$ cat config.mk
export PLATFORM = sky130hd
export DESIGN_NAME = eiec_top
export DESIGN_NICKNAME = d
export VERILOG_FILES = /design/src/eiec_unused_placeholder_guard.sv /design/src/eiec_pkg.sv /design/src/eiec_if.sv /design/src/eiec_edge_det.sv /design/src/eiec_apb_slv.sv /design/src/eiec_top.sv
export SDC_FILE = /design/constraint.sdc
export NUM_CORES = 1
export LEC_CHECK = 0
export BUFFER_PORTS_ARGS = -buffer_cell sky130_fd_sc_hd__buf_2
export CAP_MARGIN = 15
export CORE_MARGIN = 5
export CORE_UTILIZATION = 57
export DETAILED_ROUTE_END_ITERATION = 6
export PLACE_DENSITY = 0.95
export SYNTH_ARGS = -nofsm -noshare
export SYNTH_HDL_FRONTEND = slang
export SYNTH_HIERARCHICAL = 1
export SYNTH_SLANG_ARGS = --single-unit
$ cat constraint.sdc
create_clock -name clock -period 8.55 [get_ports clock]
set_clock_uncertainty 0.2 [all_clocks]
set_input_delay 0.4275 -clock clock [delete_from_list [all_inputs] [get_ports clock]]
set_output_delay 0.4275 -clock clock [all_outputs]
set_load 0.01 [all_outputs]
$ cat src/eiec_unused_placeholder_guard.sv
// Empty on purpose: no additional logic
`timescale 1ns/1ps

$ cat src/eiec_pkg.sv
// Register map, field layout and reset values of the external interrupt front end
package eiec_pkg;
    localparam int          ADDR_W          = 8;
    localparam int          DATA_W          = 32;
    localparam int          NUM_REGS        = 7;
    // Byte offsets
    localparam logic [7:0]  OFS_EDGE_NMI    = 8'h00;
    localparam logic [7:0]  OFS_EDGE_WAKE   = 8'h04;
    localparam logic [7:0]  OFS_INT_EN      = 8'h08;
    localparam logic [7:0]  OFS_REQ_FLAGS   = 8'h0C;
    localparam logic [7:0]  OFS_WAKE_FLAGS  = 8'h10;
    localparam logic [7:0]  OFS_EVT_STATUS  = 8'h14;
    localparam logic [7:0]  OFS_EVT_MASK    = 8'h18;
    // Field positions
    localparam int          NMI_EDGE_BIT    = 7;
    localparam int          DT_EN_BIT       = 7;
    localparam int          WAKE_EN_BIT     = 5;
    localparam int          DT_FLAG_BIT     = 7;
    localparam int          EVT_WAKE_BIT    = 4;
    localparam int          EVT_DT_BIT      = 5;
    localparam int          EVT_NMI_BIT     = 6;
    localparam int          NUM_EXT         = 4;
    localparam int          NUM_WAKE        = 6;
    // Writable bits and constant read bits
    localparam logic [7:0]  EDGE_NMI_WMASK  = 8'h8F;
    localparam logic [7:0]  EDGE_NMI_ONES   = 8'h70;
    localparam logic [7:0]  EDGE_WAKE_WMASK = 8'h3F;
    localparam logic [7:0]  EDGE_WAKE_ONES  = 8'hC0;
    localparam logic [7:0]  INT_EN_WMASK    = 8'hAF;
    localparam logic [7:0]  INT_EN_ONES     = 8'h10;
    localparam logic [7:0]  REQ_FLAGS_MASK  = 8'h8F;
    localparam logic [7:0]  WAKE_FLAGS_MASK = 8'h3F;
    localparam logic [7:0]  EVT_MASK        = 8'h7F;
    // Reset values of the stored bits
    localparam logic [7:0]  EDGE_RST        = 8'h00;
    localparam logic [7:0]  EN_RST          = 8'h00;
    localparam logic [7:0]  FLAG_RST        = 8'h00;

    // Word index of a byte address, and whether a register lives there
    function automatic logic [2:0] reg_index(input logic [ADDR_W-1:0] addr);
        return addr[4:2];
    endfunction

    function automatic logic reg_mapped(input logic [ADDR_W-1:0] addr);
        return (addr[1:0] == 2'h0) && (addr[ADDR_W-1:2] < NUM_REGS);
    endfunction
endpackage

$ cat src/eiec_if.sv
// Carriers between the top module and its edge bank and bus front end
`timescale 1ns/1ps
interface eiec_edge_if #(parameter int N = 11);
    logic [N-1:0] pin;
    logic [N-1:0] rise_sel;
    logic [N-1:0] hit;
    modport ctrl (output pin, output rise_sel, input hit);
    modport det  (input pin, input rise_sel, output hit);
endinterface

interface eiec_reg_if;
    logic        wr_stb;
    logic        rd_done;
    logic [2:0]  idx;
    logic [7:0]  wdata;
    logic [7:0]  rd_mux;
    modport slv  (output wr_stb, output rd_done, output idx, output wdata, input rd_mux);
    modport regs (input wr_stb, input rd_done, input idx, input wdata, output rd_mux);
endinterface

$ cat src/eiec_edge_det.sv
// Synchronised edge detectors with a per-pin rising/falling select
`timescale 1ns/1ps
module eiec_edge_det
    import eiec_pkg::*;
#(
    parameter int N = 11
) (
    // Clock and reset
    input  wire logic   clock,
    input  wire logic   rst_sync_n,
    // Pins, selects and hits
    eiec_edge_if.det    edg
);
    logic [N-1:0] meta_q;
    logic [N-1:0] sync_q;
    logic [N-1:0] prev_q;
    logic [N-1:0] hit_q;

    // Refused at elaboration: the bank needs at least one pin
    if (N < 1) begin : g_bad_n
        $error("eiec_edge_det needs at least one pin");
    end

    // Pins idle high, so the chain starts high to avoid a false falling edge
    always_ff @(posedge clock or negedge rst_sync_n) begin
        if (!rst_sync_n) begin
            meta_q <= '1;
            sync_q <= '1;
            prev_q <= '1;
        end else begin
            meta_q <= edg.pin;
            sync_q <= meta_q;
            prev_q <= sync_q;
        end
    end

    // Compare synchronised level across consecutive cycles
    always_ff @(posedge clock or negedge rst_sync_n) begin
        if (!rst_sync_n) begin
            hit_q <= '0;
        end else begin
            hit_q <= (edg.rise_sel & sync_q & ~prev_q)
                   | (~edg.rise_sel & ~sync_q & prev_q);
        end
    end

    assign edg.hit = hit_q;
endmodule

$ cat src/eiec_apb_slv.sv
// APB slave front end: decode, read data register and error answer
`timescale 1ns/1ps
module eiec_apb_slv
    import eiec_pkg::*;
(
    // Clock and reset
    input  wire logic                clock,
    input  wire logic                rst_sync_n,
    // APB
    input  wire logic                psel,
    input  wire logic                penable,
    input  wire logic                pwrite,
    input  wire logic [ADDR_W-1:0]   paddr,
    input  wire logic [DATA_W-1:0]   pwdata,
    output logic      [DATA_W-1:0]   prdata,
    output logic                     pready,
    output logic                     pslverr,
    // Register side
    eiec_reg_if.slv                  rb
);
    logic [7:0] prdata_q;
    logic       mapped;
    logic       access;

    assign mapped     = reg_mapped(paddr);
    assign access     = psel & penable;
    assign pready     = 1'b1;
    assign pslverr    = access & ~mapped;
    assign rb.idx     = reg_index(paddr);
    assign rb.wdata   = pwdata[7:0];
    assign rb.wr_stb  = access & pwrite & mapped;
    assign rb.rd_done = access & ~pwrite & mapped;
    assign prdata     = {{(DATA_W-8){1'b0}}, prdata_q};

    // Read data is caught in the setup cycle so the access phase needs no wait
    always_ff @(posedge clock or negedge rst_sync_n) begin
        if (!rst_sync_n) begin
            prdata_q <= 8'h00;
        end else if (psel && !penable && !pwrite) begin
            prdata_q <= mapped ? rb.rd_mux : 8'h00;
        end
    end
endmodule

$ cat src/eiec_top.sv
// External interrupt front end: edge selects, enables, request flags and CPU requests
`timescale 1ns/1ps
// What this block does
// - NMI edge select bit7, falling by default
// - Four request pins, per-pin edge select bits
// - Six wakeup pins edge select; pin5 triggers ADC
// - Unused edge register bits read as one
// - Enable bit6 reads zero, bit4 reads one
// - Direct-transition request only when its enable set
// - One common enable for all wakeup pins
// - Request pin interrupts gated by own enables
// - Request coinciding with clear is still taken
// - Flag set on chosen edge in interrupt mode
// - CPU mask bit blocks maskable external requests
module eiec_top
    import eiec_pkg::*;
(
    // Clock and reset
    input  wire logic                clock,
    input  wire logic                rst_n,
    // APB
    input  wire logic                psel,
    input  wire logic                penable,
    input  wire logic                pwrite,
    input  wire logic [ADDR_W-1:0]   paddr,
    input  wire logic [DATA_W-1:0]   pwdata,
    output logic      [DATA_W-1:0]   prdata,
    output logic                     pready,
    output logic                     pslverr,
    // External pins
    input  wire logic                nmi_pin,
    input  wire logic [NUM_EXT-1:0]  ext_req_pin,
    input  wire logic [NUM_EXT-1:0]  ext_req_pin_irq_mode,
    input  wire logic [NUM_WAKE-1:0] wake_pin,
    // CPU side
    input  wire logic                cpu_irq_mask,
    input  wire logic                direct_transition_evt,
    output logic                     nmi_req,
    output logic [NUM_EXT-1:0]       ext_req_cpu,
    output logic                     wakeup_req_cpu,
    output logic                     direct_transition_req_cpu,
    output logic                     adc_ext_trigger,
    output logic                     irq
);
    localparam int NPIN = 1 + NUM_EXT + NUM_WAKE;

    logic       rst_meta_q;
    logic       rst_sync_n;
    logic [7:0] edge_nmi_q;
    logic [7:0] edge_wake_q;
    logic [7:0] int_en_q;
    logic [7:0] req_flags_q;
    logic [7:0] req_flags_d;
    logic [7:0] wake_flags_q;
    logic [7:0] wake_flags_d;
    logic [7:0] evt_status_q;
    logic [7:0] evt_status_d;
    logic [7:0] evt_mask_q;
    logic [7:0] evt_set;
    logic [7:0] req_set;
    logic [7:0] wake_set;
    logic       nmi_hit;
    logic [NUM_EXT-1:0]  ext_hit;
    logic [NUM_WAKE-1:0] wake_hit;
    logic                nmi_req_q;
    logic [NUM_EXT-1:0]  ext_req_cpu_q;
    logic                wakeup_req_cpu_q;
    logic                dt_req_cpu_q;
    logic                adc_trig_q;
    logic                irq_q;

    eiec_edge_if #(.N(NPIN)) edg ();
    eiec_reg_if              rb ();

    // Reset release through two flip-flops
    always_ff @(posedge clock or negedge rst_n) begin
        if (!rst_n) begin
            rst_meta_q <= 1'b0;
            rst_sync_n <= 1'b0;
        end else begin
            rst_meta_q <= 1'b1;
            rst_sync_n <= rst_meta_q;
        end
    end

    eiec_apb_slv u_apb (
        .clock      (clock),
        .rst_sync_n (rst_sync_n),
        .psel       (psel),
        .penable    (penable),
        .pwrite     (pwrite),
        .paddr      (paddr),
        .pwdata     (pwdata),
        .prdata     (prdata),
        .pready     (pready),
        .pslverr    (pslverr),
        .rb         (rb)
    );

    // Bit 0 is the NMI pin, then request pins, then wakeup pins
    assign edg.pin      = {wake_pin, ext_req_pin, nmi_pin};
    assign edg.rise_sel = {edge_wake_q[NUM_WAKE-1:0],
                           edge_nmi_q[NUM_EXT-1:0],
                           edge_nmi_q[NMI_EDGE_BIT]};

    eiec_edge_det #(.N(NPIN)) u_edge (
        .clock      (clock),
        .rst_sync_n (rst_sync_n),
        .edg        (edg)
    );

    assign nmi_hit  = edg.hit[0];
    assign ext_hit  = edg.hit[NUM_EXT:1];
    assign wake_hit = edg.hit[NPIN-1:NUM_EXT+1];

    function automatic logic wr_to(input logic [7:0] ofs);
        return rb.wr_stb && (rb.idx == reg_index(ofs));
    endfunction

    function automatic logic rd_of(input logic [7:0] ofs);
        return rb.rd_done && (rb.idx == reg_index(ofs));
    endfunction

    // Edge select registers
    always_ff @(posedge clock or negedge rst_sync_n) begin
        if (!rst_sync_n) begin
            edge_nmi_q  <= EDGE_RST;
            edge_wake_q <= EDGE_RST;
        end else begin
            if (wr_to(OFS_EDGE_NMI)) begin
                edge_nmi_q <= rb.wdata & EDGE_NMI_WMASK;
            end
            if (wr_to(OFS_EDGE_WAKE)) begin
                edge_wake_q <= rb.wdata & EDGE_WAKE_WMASK;
            end
        end
    end

    // Enable register
    always_ff @(posedge clock or negedge rst_sync_n) begin
        if (!rst_sync_n) begin
            int_en_q <= EN_RST;
        end else if (wr_to(OFS_INT_EN)) begin
            int_en_q <= rb.wdata & INT_EN_WMASK;
        end
    end

    // Request flags: a set in the same cycle as a write-0 clear wins
    always_comb begin
        req_set                    = 8'h00;
        req_set[NUM_EXT-1:0]       = ext_hit & ext_req_pin_irq_mode;
        req_set[DT_FLAG_BIT]       = direct_transition_evt;
        wake_set                   = {2'b00, wake_hit};
        req_flags_d  = req_flags_q;
        wake_flags_d = wake_flags_q;
        if (wr_to(OFS_REQ_FLAGS)) begin
            req_flags_d = req_flags_q & rb.wdata;
        end
        if (wr_to(OFS_WAKE_FLAGS)) begin
            wake_flags_d = wake_flags_q & rb.wdata;
        end
        req_flags_d  = (req_flags_d | req_set) & REQ_FLAGS_MASK;
        wake_flags_d = (wake_flags_d | wake_set) & WAKE_FLAGS_MASK;
    end

    always_ff @(posedge clock or negedge rst_sync_n) begin
        if (!rst_sync_n) begin
            req_flags_q  <= FLAG_RST;
            wake_flags_q <= FLAG_RST;
        end else begin
            req_flags_q  <= req_flags_d;
            wake_flags_q <= wake_flags_d;
        end
    end

    // Sticky event status, cleared by reading it; a new event wins over the clear.
    // Only bits shown in the captured read data are cleared, so an event that lands
    // on the setup edge of the read is kept for the next read instead of being lost.
    always_comb begin
        evt_set                    = 8'h00;
        evt_set[NUM_EXT-1:0]       = req_set[NUM_EXT-1:0];
        evt_set[EVT_WAKE_BIT]      = |wake_hit;
        evt_set[EVT_DT_BIT]        = direct_transition_evt;
        evt_set[EVT_NMI_BIT]       = nmi_hit;
        evt_status_d = rd_of(OFS_EVT_STATUS) ? (evt_status_q & ~prdata[7:0]) : evt_status_q;
        evt_status_d = (evt_status_d | evt_set) & EVT_MASK;
    end

    always_ff @(posedge clock or negedge rst_sync_n) begin
        if (!rst_sync_n) begin
            evt_status_q <= FLAG_RST;
            evt_mask_q   <= FLAG_RST;
        end else begin
            evt_status_q <= evt_status_d;
            if (wr_to(OFS_EVT_MASK)) begin
                evt_mask_q <= rb.wdata & EVT_MASK;
            end
        end
    end

    // Read mux; reserved bits return their fixed levels whatever was written
    always_comb begin
        case (rb.idx)
            reg_index(OFS_EDGE_NMI):   rb.rd_mux = edge_nmi_q | EDGE_NMI_ONES;
            reg_index(OFS_EDGE_WAKE):  rb.rd_mux = edge_wake_q | EDGE_WAKE_ONES;
            reg_index(OFS_INT_EN):     rb.rd_mux = int_en_q | INT_EN_ONES;
            reg_index(OFS_REQ_FLAGS):  rb.rd_mux = req_flags_q;
            reg_index(OFS_WAKE_FLAGS): rb.rd_mux = wake_flags_q;
            reg_index(OFS_EVT_STATUS): rb.rd_mux = evt_status_q;
            reg_index(OFS_EVT_MASK):   rb.rd_mux = evt_mask_q;
            default:                   rb.rd_mux = 8'h00;
        endcase
    end

    // CPU requests; the mask bit holds a pending flag back rather than dropping it
    always_ff @(posedge clock or negedge rst_sync_n) begin
        if (!rst_sync_n) begin
            ext_req_cpu_q    <= '0;
            wakeup_req_cpu_q <= 1'b0;
            dt_req_cpu_q     <= 1'b0;
        end else begin
            ext_req_cpu_q    <= req_flags_q[NUM_EXT-1:0] & int_en_q[NUM_EXT-1:0]
                              & {NUM_EXT{~cpu_irq_mask}};
            wakeup_req_cpu_q <= (|wake_flags_q[NUM_WAKE-1:0]) & int_en_q[WAKE_EN_BIT]
                              & ~cpu_irq_mask;
            dt_req_cpu_q     <= req_flags_q[DT_FLAG_BIT] & int_en_q[DT_EN_BIT]
                              & ~cpu_irq_mask;
        end
    end

    // NMI ignores the CPU mask; pin 5 also feeds the converter trigger
    always_ff @(posedge clock or negedge rst_sync_n) begin
        if (!rst_sync_n) begin
            nmi_req_q  <= 1'b0;
            adc_trig_q <= 1'b0;
            irq_q      <= 1'b0;
        end else begin
            nmi_req_q  <= nmi_hit;
            adc_trig_q <= wake_hit[NUM_WAKE-1];
            irq_q      <= |(evt_status_q & evt_mask_q);
        end
    end

    assign nmi_req                   = nmi_req_q;
    assign ext_req_cpu               = ext_req_cpu_q;
    assign wakeup_req_cpu            = wakeup_req_cpu_q;
    assign direct_transition_req_cpu = dt_req_cpu_q;
    assign adc_ext_trigger           = adc_trig_q;
    assign irq                       = irq_q;
endmodule

Yosys cells after proc, flatten, opt, wreduce, memory -nomap -nowiden
Cells that the tools add are included.

word-level totals
  logic and storage cells = 81
  input port bits = 62
  register bits after elaboration = 105
  output and inout bits = 43

cells by class
  bitwise logic cells = 32
  order comparisons = 1
  equality and inequality tests = 6
  multiplexer cells = 5
  reduce and logical (&&, ||, !) cells = 17

operators by type and width
  operator                                                     number
  one-hot mux 8 bit (7 select lines)                           1
  bitwise AND 11 bit                                           4
  inverter 11 bit                                              3
  2-to-1 mux 8 bit                                             2
  bitwise AND 7 bit                                            2
  bitwise AND 4 bit                                            3
  OR reduction 6 bit                                           2
  OR 11 bit                                                    1
  bitwise AND 1 bit                                            10
  logical AND 1 bit                                            10
  == test 3 bit (second input constant)                        3
  bitwise AND 8 bit                                            1
  OR 8 bit                                                     1
  OR reduction 8 bit                                           1
  2-to-1 mux 7 bit                                             1
  inverter 7 bit                                               1
  OR 7 bit                                                     1
  bitwise AND 6 bit                                            1
  == test 3 x 2 -> 1 bit (second input constant)               2
  less-than comparator 6 x 3 -> 1 bit (second input constant)  1
  2-to-1 mux 6 bit                                             1
  OR 6 bit                                                     1
  == test 3 x 1 -> 1 bit (second input constant)               1
  logical NOT 3 bit                                            1
  3 further kinds                                              6

Longest topological paths before layout
Gate-level depths: netlist (run 1).

  depth after elaboration = 6
  gate-level depth with buffers = 8

Modules after synthesis
The synthesis (run 1) kept the hierarchy.

by module, submodules not included
  module         times used  sequential area each (um2)  area each (um2)  cells each
  eiec_top       1           1326.3                      2427.3           201
  eiec_edge_det  1           1142.3                      1327.5           77
  eiec_apb_slv   1           200.2                       698.2            72

Worst setup path before layout (run 1)
Ideal clock, no wire load.

  path type = in2reg
  start = in paddr[1]
  end = reg edge_wake_q[0]
  stages = 6
  arrival = 2.101 ns
  setup slack = 6.124 ns
  setup time = 0.125 ns
  path buffers = 0
  cells stage by stage = or3_4 nor4_4 and4_2 nand2b_1 nor3b_4 mux2_2

on the way
  word-level cells in the longest chain between the ends = 4

RTL lines
  element                 RTL line            RTL
  start: declaration      eiec_top.sv:25      input wire logic [ADDR_W-1:0] paddr,
  logical NOT 2 bit       eiec_pkg.sv:45      return (addr[1:0] == 2'h0) && (addr[ADDR_W-1:2] < NUM_REGS);
  logical AND 1 bit       eiec_pkg.sv:45
  bitwise AND 1 bit       eiec_apb_slv.sv:31  assign rb.wr_stb = access & pwrite & mapped;
  via rb.wr_stb           eiec_if.sv:12       logic wr_stb;
  logical AND 1 bit       eiec_top.sv:117     return rb.wr_stb && (rb.idx == reg_index(ofs));
  end signal: assignment  eiec_top.sv:134     edge_wake_q <= rb.wdata & EDGE_WAKE_WMASK;
  end: declaration        eiec_top.sv:50      logic [7:0] edge_wake_q;

The timed path passes the listed nets, and every way through them passes these cells.
A chain may end at the register's enable or synchronous reset.

Final worst setup path (run 1)
  start = in paddr[4]
  end = reg edge_nmi_q[2]

on the way
  word-level cells in the longest chain between the ends = 4
  elaborated cells on any way between the ends = 5
  those cells by class = order compare: 1; bitwise: 1; reduce/logical: 3

RTL lines
  element                              RTL line            RTL
  less-than comparator 6 x 3 -> 1 bit  eiec_pkg.sv:45
  logical AND 1 bit                    eiec_pkg.sv:45
  bitwise AND 1 bit                    eiec_apb_slv.sv:31
  via rb.wr_stb                        eiec_if.sv:12
  logical AND 1 bit                    eiec_top.sv:117
  end signal: assignment               eiec_top.sv:131     edge_nmi_q <= rb.wdata & EDGE_NMI_WMASK;
  end: declaration                     eiec_top.sv:49      logic [7:0] edge_nmi_q;

The timed path passes the listed nets, and every way through them passes these cells.

==> results.sh, run 1 <==
export IMPL_syn2layout_area_growth_pct=11.2
export IMPL_power_frac_seq=0.576
export IMPL_crit_family="simple AND/OR/NAND/NOR gates"
export IMPL_yosysSeqAreaShare=0.599
export IMPL_cp_start_kind="input pin"
export IMPL_wl_per_cell_um=17.1
export IMPL_setup_viol=0
export IMPL_cts_root_buffer="clkbuf_8"
export IMPL_die_h_um=98.4
export IMPL_yosysWarnings=6
export IMPL_synth_area_top_cells="dfrtp_1 (40%), dfstp_2 (19%), buf_4 (6.7%), mux2_2 (6.3%), mux2i_1 (2.9%)"
export IMPL_via_per_inst=5.56
export IMPL_detail_route_iter0_violations=179
export IMPL_combPwrFrac=0.065
export IMPL_rsz0062_at_grt="false"
export IMPL_clock_latency_ps=360
export IMPL_cp_buffers_inverters=1
export IMPL_synth_edf_count=0
export IMPL_required_ps=8600
export IMPL_core_mm2=0.00769
export IMPL_ioPinCount=105
export IMPL_cts_setup_buffers=0
export IMPL_max_freq_mhz=324
export IMPL_tightest_slew_ps=1070
export IMPL_netlist_instances=350
export IMPL_p_int_mw=0.715
export IMPL_grt_remaining_overflow=0
export IMPL_hold_class="in2reg"
export IMPL_crit_arrival_ps=3140
export IMPL_utilization=0.644
export IMPL_multi_input_area_mm2=0.00152
export IMPL_grt_pass1_wl_um=14500
export IMPL_synth_top_area_frac=0.405
export IMPL_num_vias=2845
export IMPL_min_period_ps=3090
export IMPL_drive_gt1_frac=0.344
export IMPL_grt_max_degree=66
export IMPL_drv_cap=0
export IMPL_cts_sinks=105
export IMPL_fin_setup_tns_ps=0
export IMPL_placedCellCount=484
export IMPL_cts_buffers=9
export IMPL_crit_path_max_incr_delay_ps=640
export IMPL_synth_flop_cell="dfrtp_1"
export IMPL_drt_total_wl_um=8770
export IMPL_fin_cells=512
export IMPL_antenna_found_initial=0
export IMPL_relSlewSlack=0.282
export IMPL_path_class="in2reg"
export IMPL_nets=467
export IMPL_hpwl_um=6140
export IMPL_yosysUniqueCellTypes=49
export IMPL_initial_core_util=0.579
export IMPL_grtUsageTotal=0.192
export IMPL_ant_nets=0
export IMPL_syn_area_mm2=0.00445
export IMPL_crit_chain="buf_2 -> and3_1 -> nor4_4 -> and4_2 -> nand2b_1 -> nor3_2 -> mux2_2"
export IMPL_nFillCells=587
export IMPL_setup_ws_ps=5460
export IMPL_seqCellArea_mm2=0.00267
export IMPL_fin_crit_sh=0.361
export IMPL_power_frac_clock=0.359
export IMPL_final_max_slew_viol_count=0
export IMPL_cts_clk_slew_worst_paths_ps=90
export IMPL_synth_area_leader_cell="dfrtp_1"
export IMPL_gp_congestion=0.898
export IMPL_outcome="finished, final reports clean"
export IMPL_power_leakage_nw=2.28
export IMPL_power_density_mw_per_mm2=185
export IMPL_remaining_drc_errors=0
export IMPL_switchingPower_mw=0.203
export IMPL_swShare=0.221
export IMPL_place_ws_ps=5120
export IMPL_ir_drop_v=0.000147
export IMPL_avgSynthCellArea_um2=12.7
export IMPL_cts_buffer_depth=2
export IMPL_ctsHtreeMaxLevel=3
export IMPL_antenna_cells=0
export IMPL_cp_end_kind="register"
export IMPL_die_x_um=98.4
export IMPL_cts_tree="done"
export IMPL_grt_pass1_vias=2944
export IMPL_final_hold_violation_count=0
export IMPL_portBuffers=55
export IMPL_slowest_stage="nor4_4"
export IMPL_firstDrtPassIters=4
export IMPL_row_count=32
export IMPL_synthArstFlopShare=1.00
export IMPL_cp_max_fo=30
export IMPL_ys_ff_latch=105
export IMPL_die_area_mm2=0.00968
-- state kept, by name, indices dropped and copies added (netlist names) --
register                   count
adc_ext_trigger                1
direct_transition_req_cpu      1
edge_nmi_q                     5
edge_wake_q                    6
evt_mask_q                     7
evt_status_q                   7
ext_req_cpu                    4
int_en_q                       6
irq                            1
nmi_req                        1
req_flags_q                    5
rst_meta_q                     1
rst_sync_n                     1
u_apb/prdata_q                 8
u_edge/edg.hit                11
u_edge/meta_q                 11
u_edge/prev_q                 11
u_edge/sync_q                 11
wake_flags_q                   6
wakeup_req_cpu                 1
-- area by class of cell --
class,count,area share
flip-flops and latches,105,0.540
multi-input cells,219,0.307
repair buffers,68,0.0814
clock buffers,11,0.0285
well taps,102,0.0258
clock inverters,5,0.0159
inverters,2,0.00152
-- per-layer routing --
metal	share of wire	track usage
met5	0	0
met4	0.030	0.0914
met3	0.076	0.0564
met2	0.52	0.316
met1	0.37	0.232
-- through the flow --
step	hold slack, ps	instance area, um2	total power [mW]
5_1_grt	45.0	4950	0.959
2_1_floorplan	-68.1	4540	0.583
3_5_place_dp	15.3	4610	0.594
4_1_cts	37.5	4950	0.928
3_3_place_gp	13.9	4610	0.589
6_report	53.8	4950	0.918
-- cell usage after synthesis (all sizes together) (2+ instances only) --
| library cell | number |
|---|---|
| dfrtp | 72 |
| buf | 47 |
| nand2 | 34 |
| dfstp | 33 |
| mux2 | 25 |
| nand2b | 20 |
| mux2i | 13 |
| o21ai | 12 |
| o22ai | 11 |
| nor2b | 10 |
| a31o | 9 |
| nor2 | 8 |
| nor3b | 5 |
| a21o | 4 |
| a21oi | 4 |
| a22o | 4 |
| nor3 | 4 |
| a221oi | 3 |
| conb | 3 |
| nand3b | 3 |
| a22oi | 2 |
| inv | 2 |
| nand3 | 2 |
| o211a | 2 |
| or4 | 2 |
-- cell families after synthesis --
logic type | after synthesis | synth area share
AO/OA/AOI/OAI | 59 | 0.0969
buffers and inverters | 49 | 0.0784
flip-flops | 105 | 0.599
multiplexers | 38 | 0.0924
other | 3 | 0.00253
AND/OR/NAND/NOR | 96 | 0.130
-- placed cells by master (no fill, tap or decap), types with 2 or more instances in the layout --
master         netlist  final
dfrtp_1             72     71
buf_2                6     55
nand2_1             34     34
dfstp_2             33     33
conb_1               3     26
mux2_2              25     25
nand2b_1            20     20
mux2i_1             13     13
o21ai_0             12     12
dlygate4sd3_1        0     12
nor2b_1             10     10
clkbuf_8             0     10
o22ai_1             10     10
nor2_1               8      8
a31o_1               8      8
a21oi_1              4      4
a21o_1               4      4
a22o_1               4      4
nand3b_1             3      3
nor3_1               3      3
a221oi_1             3      3
inv_1                2      2
or4_1                2      2
o211a_1              2      2
a22oi_1              2      2
nor3b_4              2      2
clkinv_2             0      2
bufinv_16            0      2
nor3b_2              2      2
-- worst paths after layout --
| kind | startpoint | slack (ps) | cells after the start | endpoint |
|---|---|---|---|---|
| hold / removal | direct_transition_evt | 50 | 2 | evt_status_q[5]$_DFF_PN0_ |
| hold reg to reg | rst_sync_n$_DFF_PN0_ | 80 | 0 | u_edge/edg.hit[7]$_DFF_PN0_ |
| setup reg to reg | rst_sync_n$_DFF_PN0_ | 6920 | 1 | req_flags_q[0]$_DFF_PN0_ |
| max in group asynchronous | rst_sync_n$_DFF_PN0_ | 6920 | 1 | req_flags_q[0]$_DFF_PN0_ |
| min in group asynchronous | rst_sync_n$_DFF_PN0_ | 80 | 0 | u_edge/edg.hit[7]$_DFF_PN0_ |
| setup / recovery | paddr[4] | 5460 | 7 | edge_nmi_q[2]$_DFFE_PN0P_ |
-- power by group through the flow --
| stage | logic [mW] | registers (mW) | clock network (mW) |
|---|---|---|---|
| after CTS | 0.0599 | 0.529 | 0.339 |
| final | 0.0599 | 0.529 | 0.330 |
| after global routing | 0.0666 | 0.531 | 0.361 |
| after floorplan | 0.0440 | 0.539 | 0 |
| after detailed placement | 0.0554 | 0.538 | 0 |
| after global placement | 0.0527 | 0.537 | 0 |
-- repair_timing --
action	in CTS	in global routing
hold buffers	12	0
gates resized for setup	0	0
endpoints found under the hold margin	13	0
No activity file was read; power rests on OpenSTA's default activity.
==> inputs of run 2 (changes only) <==
CORE_UTILIZATION = 48   (was 57)
PLACE_DENSITY = 0.86   (was 0.95)
clock period = 2.6 ns   (was 8.55 ns; I/O delays follow)
==> results.sh, run 2 (same netlist as run 1, synthesis figures left out) <==
export IMPL_outcome="finished, final reports clean"
export IMPL_power_frac_clock=0.342
export IMPL_row_count=35
export IMPL_final_hold_violation_count=0
export IMPL_num_vias=2881
export IMPL_crit_arrival_ps=2320
export IMPL_hold_class="in2reg"
export IMPL_hpwl_um=6220
export IMPL_ir_drop_v=0.000409
export IMPL_antenna_cells=0
export IMPL_layout_commonest_cell="dfrtp_1"
export IMPL_power_density_mw_per_mm2=572
export IMPL_cp_start_kind="input pin"
export IMPL_grt_pass1_wl_um=14600
export IMPL_ioPinCount=105
export IMPL_via_per_inst=5.27
export IMPL_ctsHtreeMaxLevel=3
export IMPL_cts_buffer_depth=2
export IMPL_combPwrFrac=0.074
export IMPL_nets=493
export IMPL_fin_crit_sh=0.872
export IMPL_remaining_drc_errors=0
export IMPL_cp_max_fo=5
export IMPL_final_cell_area_mm2=0.00520
export IMPL_clock_latency_ps=370
export IMPL_layout_common_cells="dfrtp_1 (71), buf_2 (55), nand2_1 (34)"
export IMPL_firstDrtPassIters=4
export IMPL_cts_tree="done"
export IMPL_post_cts_resize_count=0
export IMPL_slowest_stage="dlygate4sd3_1"
export IMPL_cts_root_buffer="clkbuf_8"
export IMPL_power_leakage_nw=2.38
export IMPL_final_max_slew_viol_count=0
export IMPL_cts_clk_slew_worst_paths_ps=100
export IMPL_detail_route_iter0_violations=214
export IMPL_cp_end_kind="register"
export IMPL_fin_setup_tns_ps=0
export IMPL_die_h_um=106
export IMPL_grt_remaining_overflow=0
export IMPL_crit_path_max_incr_delay_ps=570
export IMPL_drv_cap=0
export IMPL_cts_sinks=105
export IMPL_swShare=0.241
export IMPL_crit_chain="buf_2 -> or3_4 -> nor4_4 -> and4_2 -> nand4b_1 -> o21ai_0 -> nand2_1 -> dlygate4sd3_1"
export IMPL_power_frac_seq=0.584
export IMPL_cts_buffers=9
export IMPL_cp_buffers_inverters=2
export IMPL_required_ps=2660
export IMPL_grt_max_degree=63
export IMPL_path_class="in2reg"
export IMPL_rsz0062_at_grt="false"
export IMPL_drt_total_wl_um=8890
export IMPL_ant_nets=0
export IMPL_min_period_ps=2270
export IMPL_grt_pass1_vias=3007
export IMPL_crit_family="simple AND/OR/NAND/NOR gates"
export IMPL_antenna_found_initial=0
export IMPL_relSlewSlack=0.640
export IMPL_gp_congestion=0.823
export IMPL_tightest_slew_ps=539
export IMPL_die_x_um=106
export IMPL_p_int_mw=2.26
export IMPL_setup_viol=0
export IMPL_initial_core_util=0.487
export IMPL_switchingPower_mw=0.717
export IMPL_wl_per_cell_um=16.3
export IMPL_die_area_mm2=0.0113
export IMPL_drive_gt1_frac=0.342
export IMPL_syn2layout_area_growth_pct=16.8
export IMPL_place_area_mm2=0.00469
export IMPL_max_freq_mhz=441
export IMPL_portBuffers=55
export IMPL_core_mm2=0.00915
export IMPL_grtUsageTotal=0.166
export IMPL_cts_setup_buffers=0
run 2: cell types whose count changed in the layout (fill, tap and decap cells not counted), sizes merged:
cell,previous run,this run
bufinv,2,1
inv,3,4
dlygate4sd3,12,31
clkinv,2,4
clkbuf,11,9
buf,56,63
run 2: per-stage QoR:
stage	cells	hold WS [ps]	util	power, mW	setup slack, ps
after floorplan	373	-366	-	1.92	471
after global placement	500	-284	0.512	1.95	211
after detailed placement	500	-282	0.512	1.96	163
after CTS	547	105	0.568	3.00	384
after global routing	547	106	0.568	3.10	235
final	547	114	0.568	2.98	334
run 2: final cells by class:
type,count,area (um2)
clock buffers,9,124
fillers,756,3950
multi-input cells,219,1520
inverters,2,7.51
well taps,111,139
flip-flops and latches,105,2670
repair buffers,94,658
clock inverters,7,78.8
run 2: final timing paths:
kind,from,to,slack [ps],depth (start not counted)
setup / recovery,paddr[1],req_flags_q[0]$_DFF_PN0_,330,8
hold / removal,paddr[6],u_apb/prdata_q[5]$_DFFE_PN0P_,110,4
setup reg to reg,u_edge/edg.hit[5]$_DFF_PN0_,evt_status_q[4]$_DFF_PN0_,960,2
hold reg to reg,rst_sync_n$_DFF_PN0_,ext_req_cpu[3]$_DFF_PN0_,130,0
max in group asynchronous,rst_sync_n$_DFF_PN0_,u_edge/prev_q[1]$_DFF_PN1_,1340,1
min in group asynchronous,rst_sync_n$_DFF_PN0_,ext_req_cpu[3]$_DFF_PN0_,130,0
run 2: worst register-to-register path, cell delays in order (launching register included):
cell	delay, ps
dfrtp_1	390
or4_1	520
a2111o_1	410
run 2: timing repair:
| action | 4_1_cts | 5_1_grt |
|---|---|---|
| endpoints found under the hold margin | 59 | 0 |
| hold buffers | 31 | 0 |
| setup endpoints to repair | 0 | 0 |
run 2: power groups by stage:
stage | clock network [mW] | registers [mW] | logic [mW]
after floorplan | 0 | 1.77 | 0.145
after global placement | 0 | 1.77 | 0.181
after detailed placement | 0 | 1.77 | 0.188
after CTS | 1.04 | 1.74 | 0.221
after global routing | 1.11 | 1.75 | 0.244
final | 1.02 | 1.74 | 0.220
run 2: metal layers:
metal	share of wire	vias to the layer above	track usage	wire (um)
li1	-	1324	-	-
met1	0.41	1433	0.214	3660
met2	0.49	112	0.269	4360
met3	0.085	12	0.0553	754
met4	0.013	0	0.0481	116
met5	0	-	0	0
